--- config.mk ---
export PLATFORM = sky130hd
export DESIGN_NAME = oms_top
export DESIGN_NICKNAME = d
export VERILOG_FILES = /design/src/oms_pkg.sv /design/src/oms_top.sv /design/src/oms_mode_latch.sv
export VERILOG_INCLUDE_DIRS = /design/src
export SDC_FILE = /design/constraint.sdc
export NUM_CORES = 1
export LEC_CHECK = 0
export ABC_CLOCK_PERIOD_IN_PS = 2900
export BUFFER_PORTS_ARGS = -buffer_cell sky130_fd_sc_hd__buf_4
export CORE_MARGIN = 1.5
export CORE_UTILIZATION = 23
export CTS_CLUSTER_SIZE = 16
export DETAILED_ROUTE_END_ITERATION = 16
export PLACE_DENSITY_LB_ADDON = 0.25
export SYNTH_ARGS = -nofsm -noshare
export SYNTH_HDL_FRONTEND = slang
export SYNTH_SLANG_ARGS = --single-unit
--- constraint.sdc ---
create_clock -name i_ref_clk -period 2.9 [get_ports i_ref_clk]
set_input_delay 0 -clock i_ref_clk [delete_from_list [all_inputs] [get_ports i_ref_clk]]
set_output_delay 0 -clock i_ref_clk [all_outputs]
set_load 0.01 [all_outputs]
--- src/oms_defines.svh ---
// Constants for the operating mode select block: offsets, field positions, resets.
// Assumes an 8-bit register port with a 16-bit byte address.
`ifndef OMS_DEFINES_SVH
`define OMS_DEFINES_SVH

// ****************************************
// Register offsets
// ****************************************
`define OMS_MODE_IND_ADDR   16'hff19
`define OMS_BUS_CTRL_ADDR   16'hff12
`define OMS_RAM_CTRL_ADDR   16'hff15

// ****************************************
// Field positions
// ****************************************
`define OMS_BYTE_AREA_EN_BIT 0
`define OMS_RAM_EN1_BIT      0
`define OMS_RAM_EN2_BIT      1

// ****************************************
// Reset and fixed values
// ****************************************
`define OMS_BUS_CTRL_RESET  1'b0
`define OMS_RAM_CTRL_RESET  2'h3
`define OMS_MODE_IND_HI     2'h3
`define OMS_MODE_IND_MID    3'h0
`define OMS_MIN_ADDR_BITS   5'h10
`define OMS_MAX_ADDR_BITS   5'h14

`endif

--- src/oms_pkg.sv ---
// Types shared by the operating mode select block.
// Assumes oms_defines.svh supplies all numeric constants.
package oms_pkg;

    typedef enum logic [2:0] {
        OMS_MODE_RSVD = 3'h0,
        OMS_MODE_1    = 3'h1,
        OMS_MODE_2    = 3'h2,
        OMS_MODE_3    = 3'h3,
        OMS_MODE_4    = 3'h4,
        OMS_MODE_5    = 3'h5,
        OMS_MODE_6    = 3'h6,
        OMS_MODE_7    = 3'h7
    } oms_mode_e;

    // Gray along settle -> settle -> capture -> held
    typedef enum logic [1:0] {
        OMS_LS_SETTLE0 = 2'h0,
        OMS_LS_SETTLE1 = 2'h1,
        OMS_LS_CAPTURE = 2'h3,
        OMS_LS_HELD    = 2'h2
    } oms_latch_state_e;

    typedef struct packed {
        logic       mode_reserved;
        logic       ext_enable;
        logic [4:0] ext_addr_bits;
        logic       rom_enable;
        logic       data_bus_16;
        logic       data_bus_8;
        logic       byte_area_active;
        logic       all_space_8bit_3st;
        logic       all_ports_gpio;
        logic       ram_enable;
        logic       ram_external;
    } oms_cfg_s;

endpackage

--- src/oms_top.sv ---
// Operating mode select: strap capture, mode decode, mode indicator and bus/RAM controls.
// Assumes a register master that never issues read and write together, one-cycle strobes,
// and strap pins driven by the board and held steady across reset release.
//
// Strobed register access was left to the implementer.
`timescale 1ns/1ps
`include "oms_defines.svh"

module oms_top (
    input  wire logic                  i_ref_clk,
    input  wire logic                  i_rst_n,
    input  wire logic                  i_mode_strap_pin_2,
    input  wire logic                  i_mode_strap_pin_1,
    input  wire logic                  i_mode_strap_pin_0,
    input  wire logic [15:0]           i_addr,
    input  wire logic [7:0]            i_wr_data,
    input  wire logic                  i_wr_en,
    input  wire logic                  i_rd_en,
    output logic [7:0]                 o_rd_data,
    output oms_pkg::oms_mode_e         o_mode,
    output logic                       o_mode_valid,
    output oms_pkg::oms_cfg_s          o_cfg
);

    // ****************************************
    // Local state
    // ****************************************
    logic                   byte_area_enable;
    logic                   ram_enable_1;
    logic                   ram_enable_2;
    logic                   hit_mode_ind;
    logic                   hit_bus_ctrl;
    logic                   hit_ram_ctrl;
    logic [7:0]             next_rd_data;
    oms_pkg::oms_cfg_s      next_cfg;

    // ****************************************
    // Mode capture
    // ****************************************
    oms_mode_latch u_mode_latch (
        .i_ref_clk    (i_ref_clk),
        .i_rst_n      (i_rst_n),
        .i_strap      ({i_mode_strap_pin_2, i_mode_strap_pin_1, i_mode_strap_pin_0}),
        .o_mode       (o_mode),
        .o_mode_valid (o_mode_valid)
    );

    // ****************************************
    // Address decode
    // ****************************************
    assign hit_mode_ind = (i_addr == `OMS_MODE_IND_ADDR);
    assign hit_bus_ctrl = (i_addr == `OMS_BUS_CTRL_ADDR);
    assign hit_ram_ctrl = (i_addr == `OMS_RAM_CTRL_ADDR);

    // ****************************************
    // Bus control register
    // ****************************************
    // Stored in every mode; it only steers decode in modes 5 and 6
    always_ff @(posedge i_ref_clk or negedge i_rst_n) begin
        if (!i_rst_n) begin
            byte_area_enable <= `OMS_BUS_CTRL_RESET;
        end else if (i_wr_en && hit_bus_ctrl) begin
            byte_area_enable <= i_wr_data[`OMS_BYTE_AREA_EN_BIT];
        end
    end

    // ****************************************
    // RAM control register
    // ****************************************
    always_ff @(posedge i_ref_clk or negedge i_rst_n) begin
        if (!i_rst_n) begin
            {ram_enable_2, ram_enable_1} <= `OMS_RAM_CTRL_RESET;
        end else if (i_wr_en && hit_ram_ctrl) begin
            ram_enable_1 <= i_wr_data[`OMS_RAM_EN1_BIT];
            ram_enable_2 <= i_wr_data[`OMS_RAM_EN2_BIT];
        end
    end

    // ****************************************
    // Read path
    // ****************************************
    // Writes to the mode indicator are dropped: the field only changes at reset release
    always_comb begin
        next_rd_data = 8'h00;
        if (hit_mode_ind) begin
            next_rd_data = {`OMS_MODE_IND_HI, `OMS_MODE_IND_MID, o_mode};
        end else if (hit_bus_ctrl) begin
            next_rd_data[`OMS_BYTE_AREA_EN_BIT] = byte_area_enable;
        end else if (hit_ram_ctrl) begin
            next_rd_data[`OMS_RAM_EN1_BIT] = ram_enable_1;
            next_rd_data[`OMS_RAM_EN2_BIT] = ram_enable_2;
        end
    end

    // Data is zero outside the answer cycle so stale values never linger
    always_ff @(posedge i_ref_clk or negedge i_rst_n) begin
        if (!i_rst_n) begin
            o_rd_data <= 8'h00;
        end else if (i_rd_en) begin
            o_rd_data <= next_rd_data;
        end else begin
            o_rd_data <= 8'h00;
        end
    end

    // ****************************************
    // Mode decode
    // ****************************************
    // Until capture completes everything external stays off
    always_comb begin
        next_cfg                    = '0;
        next_cfg.ram_enable         = 1'b1;
        next_cfg.mode_reserved      = o_mode_valid && (o_mode == oms_pkg::OMS_MODE_RSVD);
        if (o_mode_valid) begin
            unique case (o_mode)
                oms_pkg::OMS_MODE_RSVD: begin
                    next_cfg.all_ports_gpio = 1'b1;
                end
                oms_pkg::OMS_MODE_1, oms_pkg::OMS_MODE_6: begin
                    next_cfg.ext_enable    = 1'b1;
                    next_cfg.ext_addr_bits = `OMS_MIN_ADDR_BITS;
                    next_cfg.data_bus_16   = 1'b1;
                end
                oms_pkg::OMS_MODE_2: begin
                    next_cfg.ext_enable    = 1'b1;
                    next_cfg.ext_addr_bits = `OMS_MIN_ADDR_BITS;
                    next_cfg.data_bus_8    = 1'b1;
                    next_cfg.rom_enable    = 1'b1;
                end
                oms_pkg::OMS_MODE_3, oms_pkg::OMS_MODE_5: begin
                    next_cfg.ext_enable    = 1'b1;
                    next_cfg.ext_addr_bits = `OMS_MAX_ADDR_BITS;
                    next_cfg.data_bus_16   = 1'b1;
                end
                oms_pkg::OMS_MODE_4: begin
                    next_cfg.ext_enable    = 1'b1;
                    next_cfg.ext_addr_bits = `OMS_MAX_ADDR_BITS;
                    next_cfg.data_bus_16   = 1'b1;
                    next_cfg.rom_enable    = 1'b1;
                end
                oms_pkg::OMS_MODE_7: begin
                    next_cfg.all_ports_gpio = 1'b1;
                    next_cfg.rom_enable     = 1'b1;
                end
            endcase
            // Byte area: fixed on in 1,3,4; ignored in 2 and 7; under software control in 5,6
            unique case (o_mode)
                oms_pkg::OMS_MODE_1, oms_pkg::OMS_MODE_3, oms_pkg::OMS_MODE_4: begin
                    next_cfg.byte_area_active = 1'b1;
                end
                oms_pkg::OMS_MODE_5, oms_pkg::OMS_MODE_6: begin
                    next_cfg.byte_area_active   = byte_area_enable;
                    next_cfg.all_space_8bit_3st = !byte_area_enable;
                end
                oms_pkg::OMS_MODE_RSVD, oms_pkg::OMS_MODE_2, oms_pkg::OMS_MODE_7: begin
                    next_cfg.byte_area_active = 1'b0;
                end
            endcase
            // RAM space goes external only where an external bus exists
            next_cfg.ram_external = next_cfg.ext_enable && !ram_enable_1 && !ram_enable_2;
        end
    end

    always_ff @(posedge i_ref_clk or negedge i_rst_n) begin
        if (!i_rst_n) begin
            o_cfg <= '0;
        end else begin
            o_cfg <= next_cfg;
        end
    end
endmodule

--- src/oms_mode_latch.sv ---
// Strap synchroniser and capture of the operating mode after reset release.
// Assumes strap pins are static around reset release; they come from outside the clock domain.
`timescale 1ns/1ps
`include "oms_defines.svh"

module oms_mode_latch (
    input  wire logic                  i_ref_clk,
    input  wire logic                  i_rst_n,
    input  wire logic [2:0]            i_strap,
    output oms_pkg::oms_mode_e         o_mode,
    output logic                       o_mode_valid
);

    logic [2:0]                 strap_meta;
    logic [2:0]                 strap_sync;
    oms_pkg::oms_latch_state_e  state;

    // ****************************************
    // Two-stage synchroniser
    // ****************************************
    always_ff @(posedge i_ref_clk or negedge i_rst_n) begin
        if (!i_rst_n) begin
            strap_meta <= 3'h0;
            strap_sync <= 3'h0;
        end else begin
            strap_meta <= i_strap;
            strap_sync <= strap_meta;
        end
    end

    // ****************************************
    // Capture sequencer
    // ****************************************
    // Waits two edges so the synchroniser holds real pin levels, not its reset value
    always_ff @(posedge i_ref_clk or negedge i_rst_n) begin
        if (!i_rst_n) begin
            state <= oms_pkg::OMS_LS_SETTLE0;
        end else begin
            unique case (state)
                oms_pkg::OMS_LS_SETTLE0: state <= oms_pkg::OMS_LS_SETTLE1;
                oms_pkg::OMS_LS_SETTLE1: state <= oms_pkg::OMS_LS_CAPTURE;
                oms_pkg::OMS_LS_CAPTURE: state <= oms_pkg::OMS_LS_HELD;
                oms_pkg::OMS_LS_HELD:    state <= oms_pkg::OMS_LS_HELD;
            endcase
        end
    end

    always_ff @(posedge i_ref_clk or negedge i_rst_n) begin
        if (!i_rst_n) begin
            o_mode       <= oms_pkg::OMS_MODE_RSVD;
            o_mode_valid <= 1'b0;
        end else if (state == oms_pkg::OMS_LS_CAPTURE) begin
            o_mode       <= oms_pkg::oms_mode_e'(strap_sync);
            o_mode_valid <= 1'b1;
        end
    end
endmodule

==> run summary <==
Status - completed
Power density cells - 491 nW/µm²
Boundary Pins - 58
Minimum clock period - 1.34 ns
Worst-path fanout max - 12
Total grt overflow - 0
Pre-antenna DRT Iters - 4
Die Area - 5870 µm²
Reg2reg path depth - 4
Hold depth - 3
Largest net degree at the start of global routing - 31
Placement Rows - 26
Warning count from the yosys run - 0
# DRC - 0
Yosys cell types - 36
Hold wc startpoint - i_wr_en
Initial DRC Count - 6
CP Data Required Time - 3.08 ns
Register clock-pin slew on the reported worst setup and hold paths - 0.06 ns
Post-synthesis sequential area ratio - 0.604
Vias per cell - 3.90
Initial antenna violation count - 0
Final ANT Viol Nets - 0
Max clock buf depth - 2
Ant diodes - 0
Filler cell count in the final layout - 516
Vias in the first global route - 879
Worst path arrival time - 1.52 ns
Dpl ws - 1.56 ns
Placer congestion estimate - 0.722
Initial core utilization - 0.241
Maximum clock rate - 744 MHz
Number of max-cap violations - 0
FF+latch area - 753 µm²
Hold/Removal Path Class - primary input to register
Final hold violation count - 0
Layout cells sized above 1 - 0.449
Port buffer count - 45
LEAKAGE - 0.845 nW
Post-CTS setup buffers - 0
Layout Skew - 0.00600 ns
Worst Slack Setup Final - 1.56 ns
Fin crit share - 0.464
Final setup violation count - 0
Worst R2R Setup Slack - 1.56 ns
CTS root buffer - clkbuf_8
Setup TNS Final - 0 ns
Post-layout nets - 177
Footprint of the multi-input gates - 430 µm²
H-tree depth - 2
Worst skew pair latency - 0.27 ns
RSZ-0062 raised after global routing - false
Reg2reg start - u_mode_latch.o_mode[0]$_DFFE_PN0N_
DR vias - 847
Drt wl/cell - 10.3 µm
First-pass GRT wire length - 3.82 mm
Power consumption - 0.000873 W
Peak supply drop - 0.208 mV
Die H - 76.6 µm
Clock sinks - 30
WL final - 2.24 mm
Seq cells post-synth - 30
CTS buffer count - 5
Cells after Synth - 93
Die width - 76.6 µm
Synth Cell Area - 1250 µm²
Crit Path Class - register to register
Reg2reg end - o_cfg[0]$_DFF_PN0_
CP endpoint kind - register
Hold endpoint - byte_area_enable$_DFFE_PN0P_
Synth Area per Inst - 13.4 µm²
Final Slew Violations - 0
Hold_buf cts - 7
Total GRT Usage - 0.0841
Startpoint Class - register
Area Growth Syn to Fin - 42.7%
CTS resizes - 0
CTS tree - done
Core area - 5170 µm²
HPWL Detailed - 1.74 mm
[Yosys cell counts]
| master | n | share of area |
|---|---|---|
| a21oi_1 | 2 | 0.0080 |
| a22o_1 | 2 | 0.014 |
| a22oi_1 | 1 | 0.0060 |
| and2_1 | 3 | 0.015 |
| and2b_1 | 2 | 0.012 |
| and3_1 | 1 | 0.0050 |
| and4_2 | 2 | 0.016 |
| and4_4 | 1 | 0.0090 |
| buf_2 | 2 | 0.0080 |
| buf_4 | 8 | 0.048 |
| clkbuf_1 | 1 | 0.0030 |
| conb_1 | 2 | 0.0060 |
| dfrtp_1 | 28 | 0.56 |
| dfstp_2 | 2 | 0.042 |
| inv_1 | 2 | 0.0060 |
| maj3_1 | 1 | 0.0080 |
| mux2_1 | 1 | 0.0090 |
| mux2_2 | 3 | 0.027 |
| mux2_4 | 2 | 0.024 |
| mux2i_1 | 1 | 0.0080 |
| nand2_1 | 4 | 0.012 |
| nand2b_1 | 1 | 0.0050 |
| nand3_1 | 1 | 0.0040 |
| nand4_1 | 1 | 0.0050 |
| nand4b_4 | 1 | 0.019 |
| nand4bb_4 | 1 | 0.022 |
| nor2_1 | 3 | 0.0090 |
| nor2b_1 | 3 | 0.015 |
| nor3_1 | 2 | 0.0080 |
| nor3_4 | 1 | 0.013 |
| nor3b_1 | 2 | 0.012 |
| nor4b_1 | 2 | 0.014 |
| nor4bb_1 | 1 | 0.0080 |
| o21ai_0 | 1 | 0.0040 |
| or2_2 | 1 | 0.0050 |
| xnor2_1 | 1 | 0.0070 |
[sequential cells by signal (all words and copies together), names as in the netlist]
register / cells
u_mode_latch.strap_meta: 3
byte_area_enable: 1
u_mode_latch.state: 2
o_rd_data: 4
u_mode_latch.o_mode: 3
u_mode_latch.o_mode_valid: 1
ram_enable_1: 1
ram_enable_2: 1
u_mode_latch.strap_sync: 3
o_cfg: 11
[where the power goes]
group	leakage, nW	internal [W]	switching [W]
clock network	0.0482	0.000191	0.000138
logic	0.437	0.0000569	0.0000406
registers	0.359	0.000435	0.0000114
[per-layer routing]
layer / global-route usage / share of wire / vias to the layer above
li1: - / - / 410
met1: 0.0842 / 0.40 / 401
met2: 0.145 / 0.51 / 32
met3: 0.0335 / 0.068 / 4
met4: 0.0537 / 0.020 / 0
met5: 0 / 0 / -
[cell usage in the layout (no fill, tap or decap), types with 3 or more instances in the layout]
| cell type | instances |
|---|---|
| nand2_1 | 4 |
| buf_4 | 45 |
| dfrtp_1 | 28 |
| conb_1 | 7 |
| clkbuf_8 | 6 |
| nor2b_1 | 3 |
| nor2_1 | 3 |
| dlygate4sd3_1 | 7 |
| and2_1 | 3 |
| mux2_2 | 3 |
[worst max-delay path by stage]
| stage | start | to |
|---|---|---|
| after floorplan | u_mode_latch.o_mode[1]$_DFFE_PN0N_ | o_cfg[0]$_DFF_PN0_ |
| after global routing | u_mode_latch.o_mode[0]$_DFFE_PN0N_ | o_cfg[0]$_DFF_PN0_ |
| final | u_mode_latch.o_mode[0]$_DFFE_PN0N_ | o_cfg[0]$_DFF_PN0_ |
| after detailed placement | u_mode_latch.o_mode[0]$_DFFE_PN0N_ | o_cfg[0]$_DFF_PN0_ |
| after global placement | u_mode_latch.o_mode[0]$_DFFE_PN0N_ | o_cfg[0]$_DFF_PN0_ |
| after CTS | u_mode_latch.o_mode[0]$_DFFE_PN0N_ | o_cfg[0]$_DFF_PN0_ |
[through the flow]
stage,instance area [µm²],utilization,instances,hold slack (ns)
floorplan,1260,-,98,-0.296
global placement,1620,0.313,202,-0.0577
detailed placement,1620,0.313,202,-0.0504
CTS,1780,0.344,217,0.0671
global route,1780,0.344,217,0.0902
finish,1780,0.344,217,0.0739
[worst max-delay path: stages (launching register included)]
cell	delay [ns]
dfrtp_1	0.51
and3_1	0.26
nor2_1	0.13
and2_1	0.17
nor3b_1	0.18
[logic make-up after synthesis]
| kind of cell | share of synthesized area |
|---|---|
| AOI/OAI and AO/OA | 0.0321 |
| xor gates and xnor gates | 0.00703 |
| adders and majority gates | 0.00803 |
| buffers and inverters | 0.0653 |
| DFF | 0.604 |
| muxes | 0.0683 |
| other | 0.00603 |
| and+or+nand+nor | 0.209 |
[area by class of cell]
| cell class | count | share of cell area |
|---|---|---|
| repair buffers | 52 | 0.229 |
| inverters | 2 | 0.00422 |
| clock inverters | 1 | 0.00281 |
| multi-input cells | 55 | 0.242 |
| flip-flops and latches | 30 | 0.424 |
| well taps | 70 | 0.0493 |
| clock buffers | 7 | 0.0486 |
Note: power is estimated with default switching activity, not from simulation.
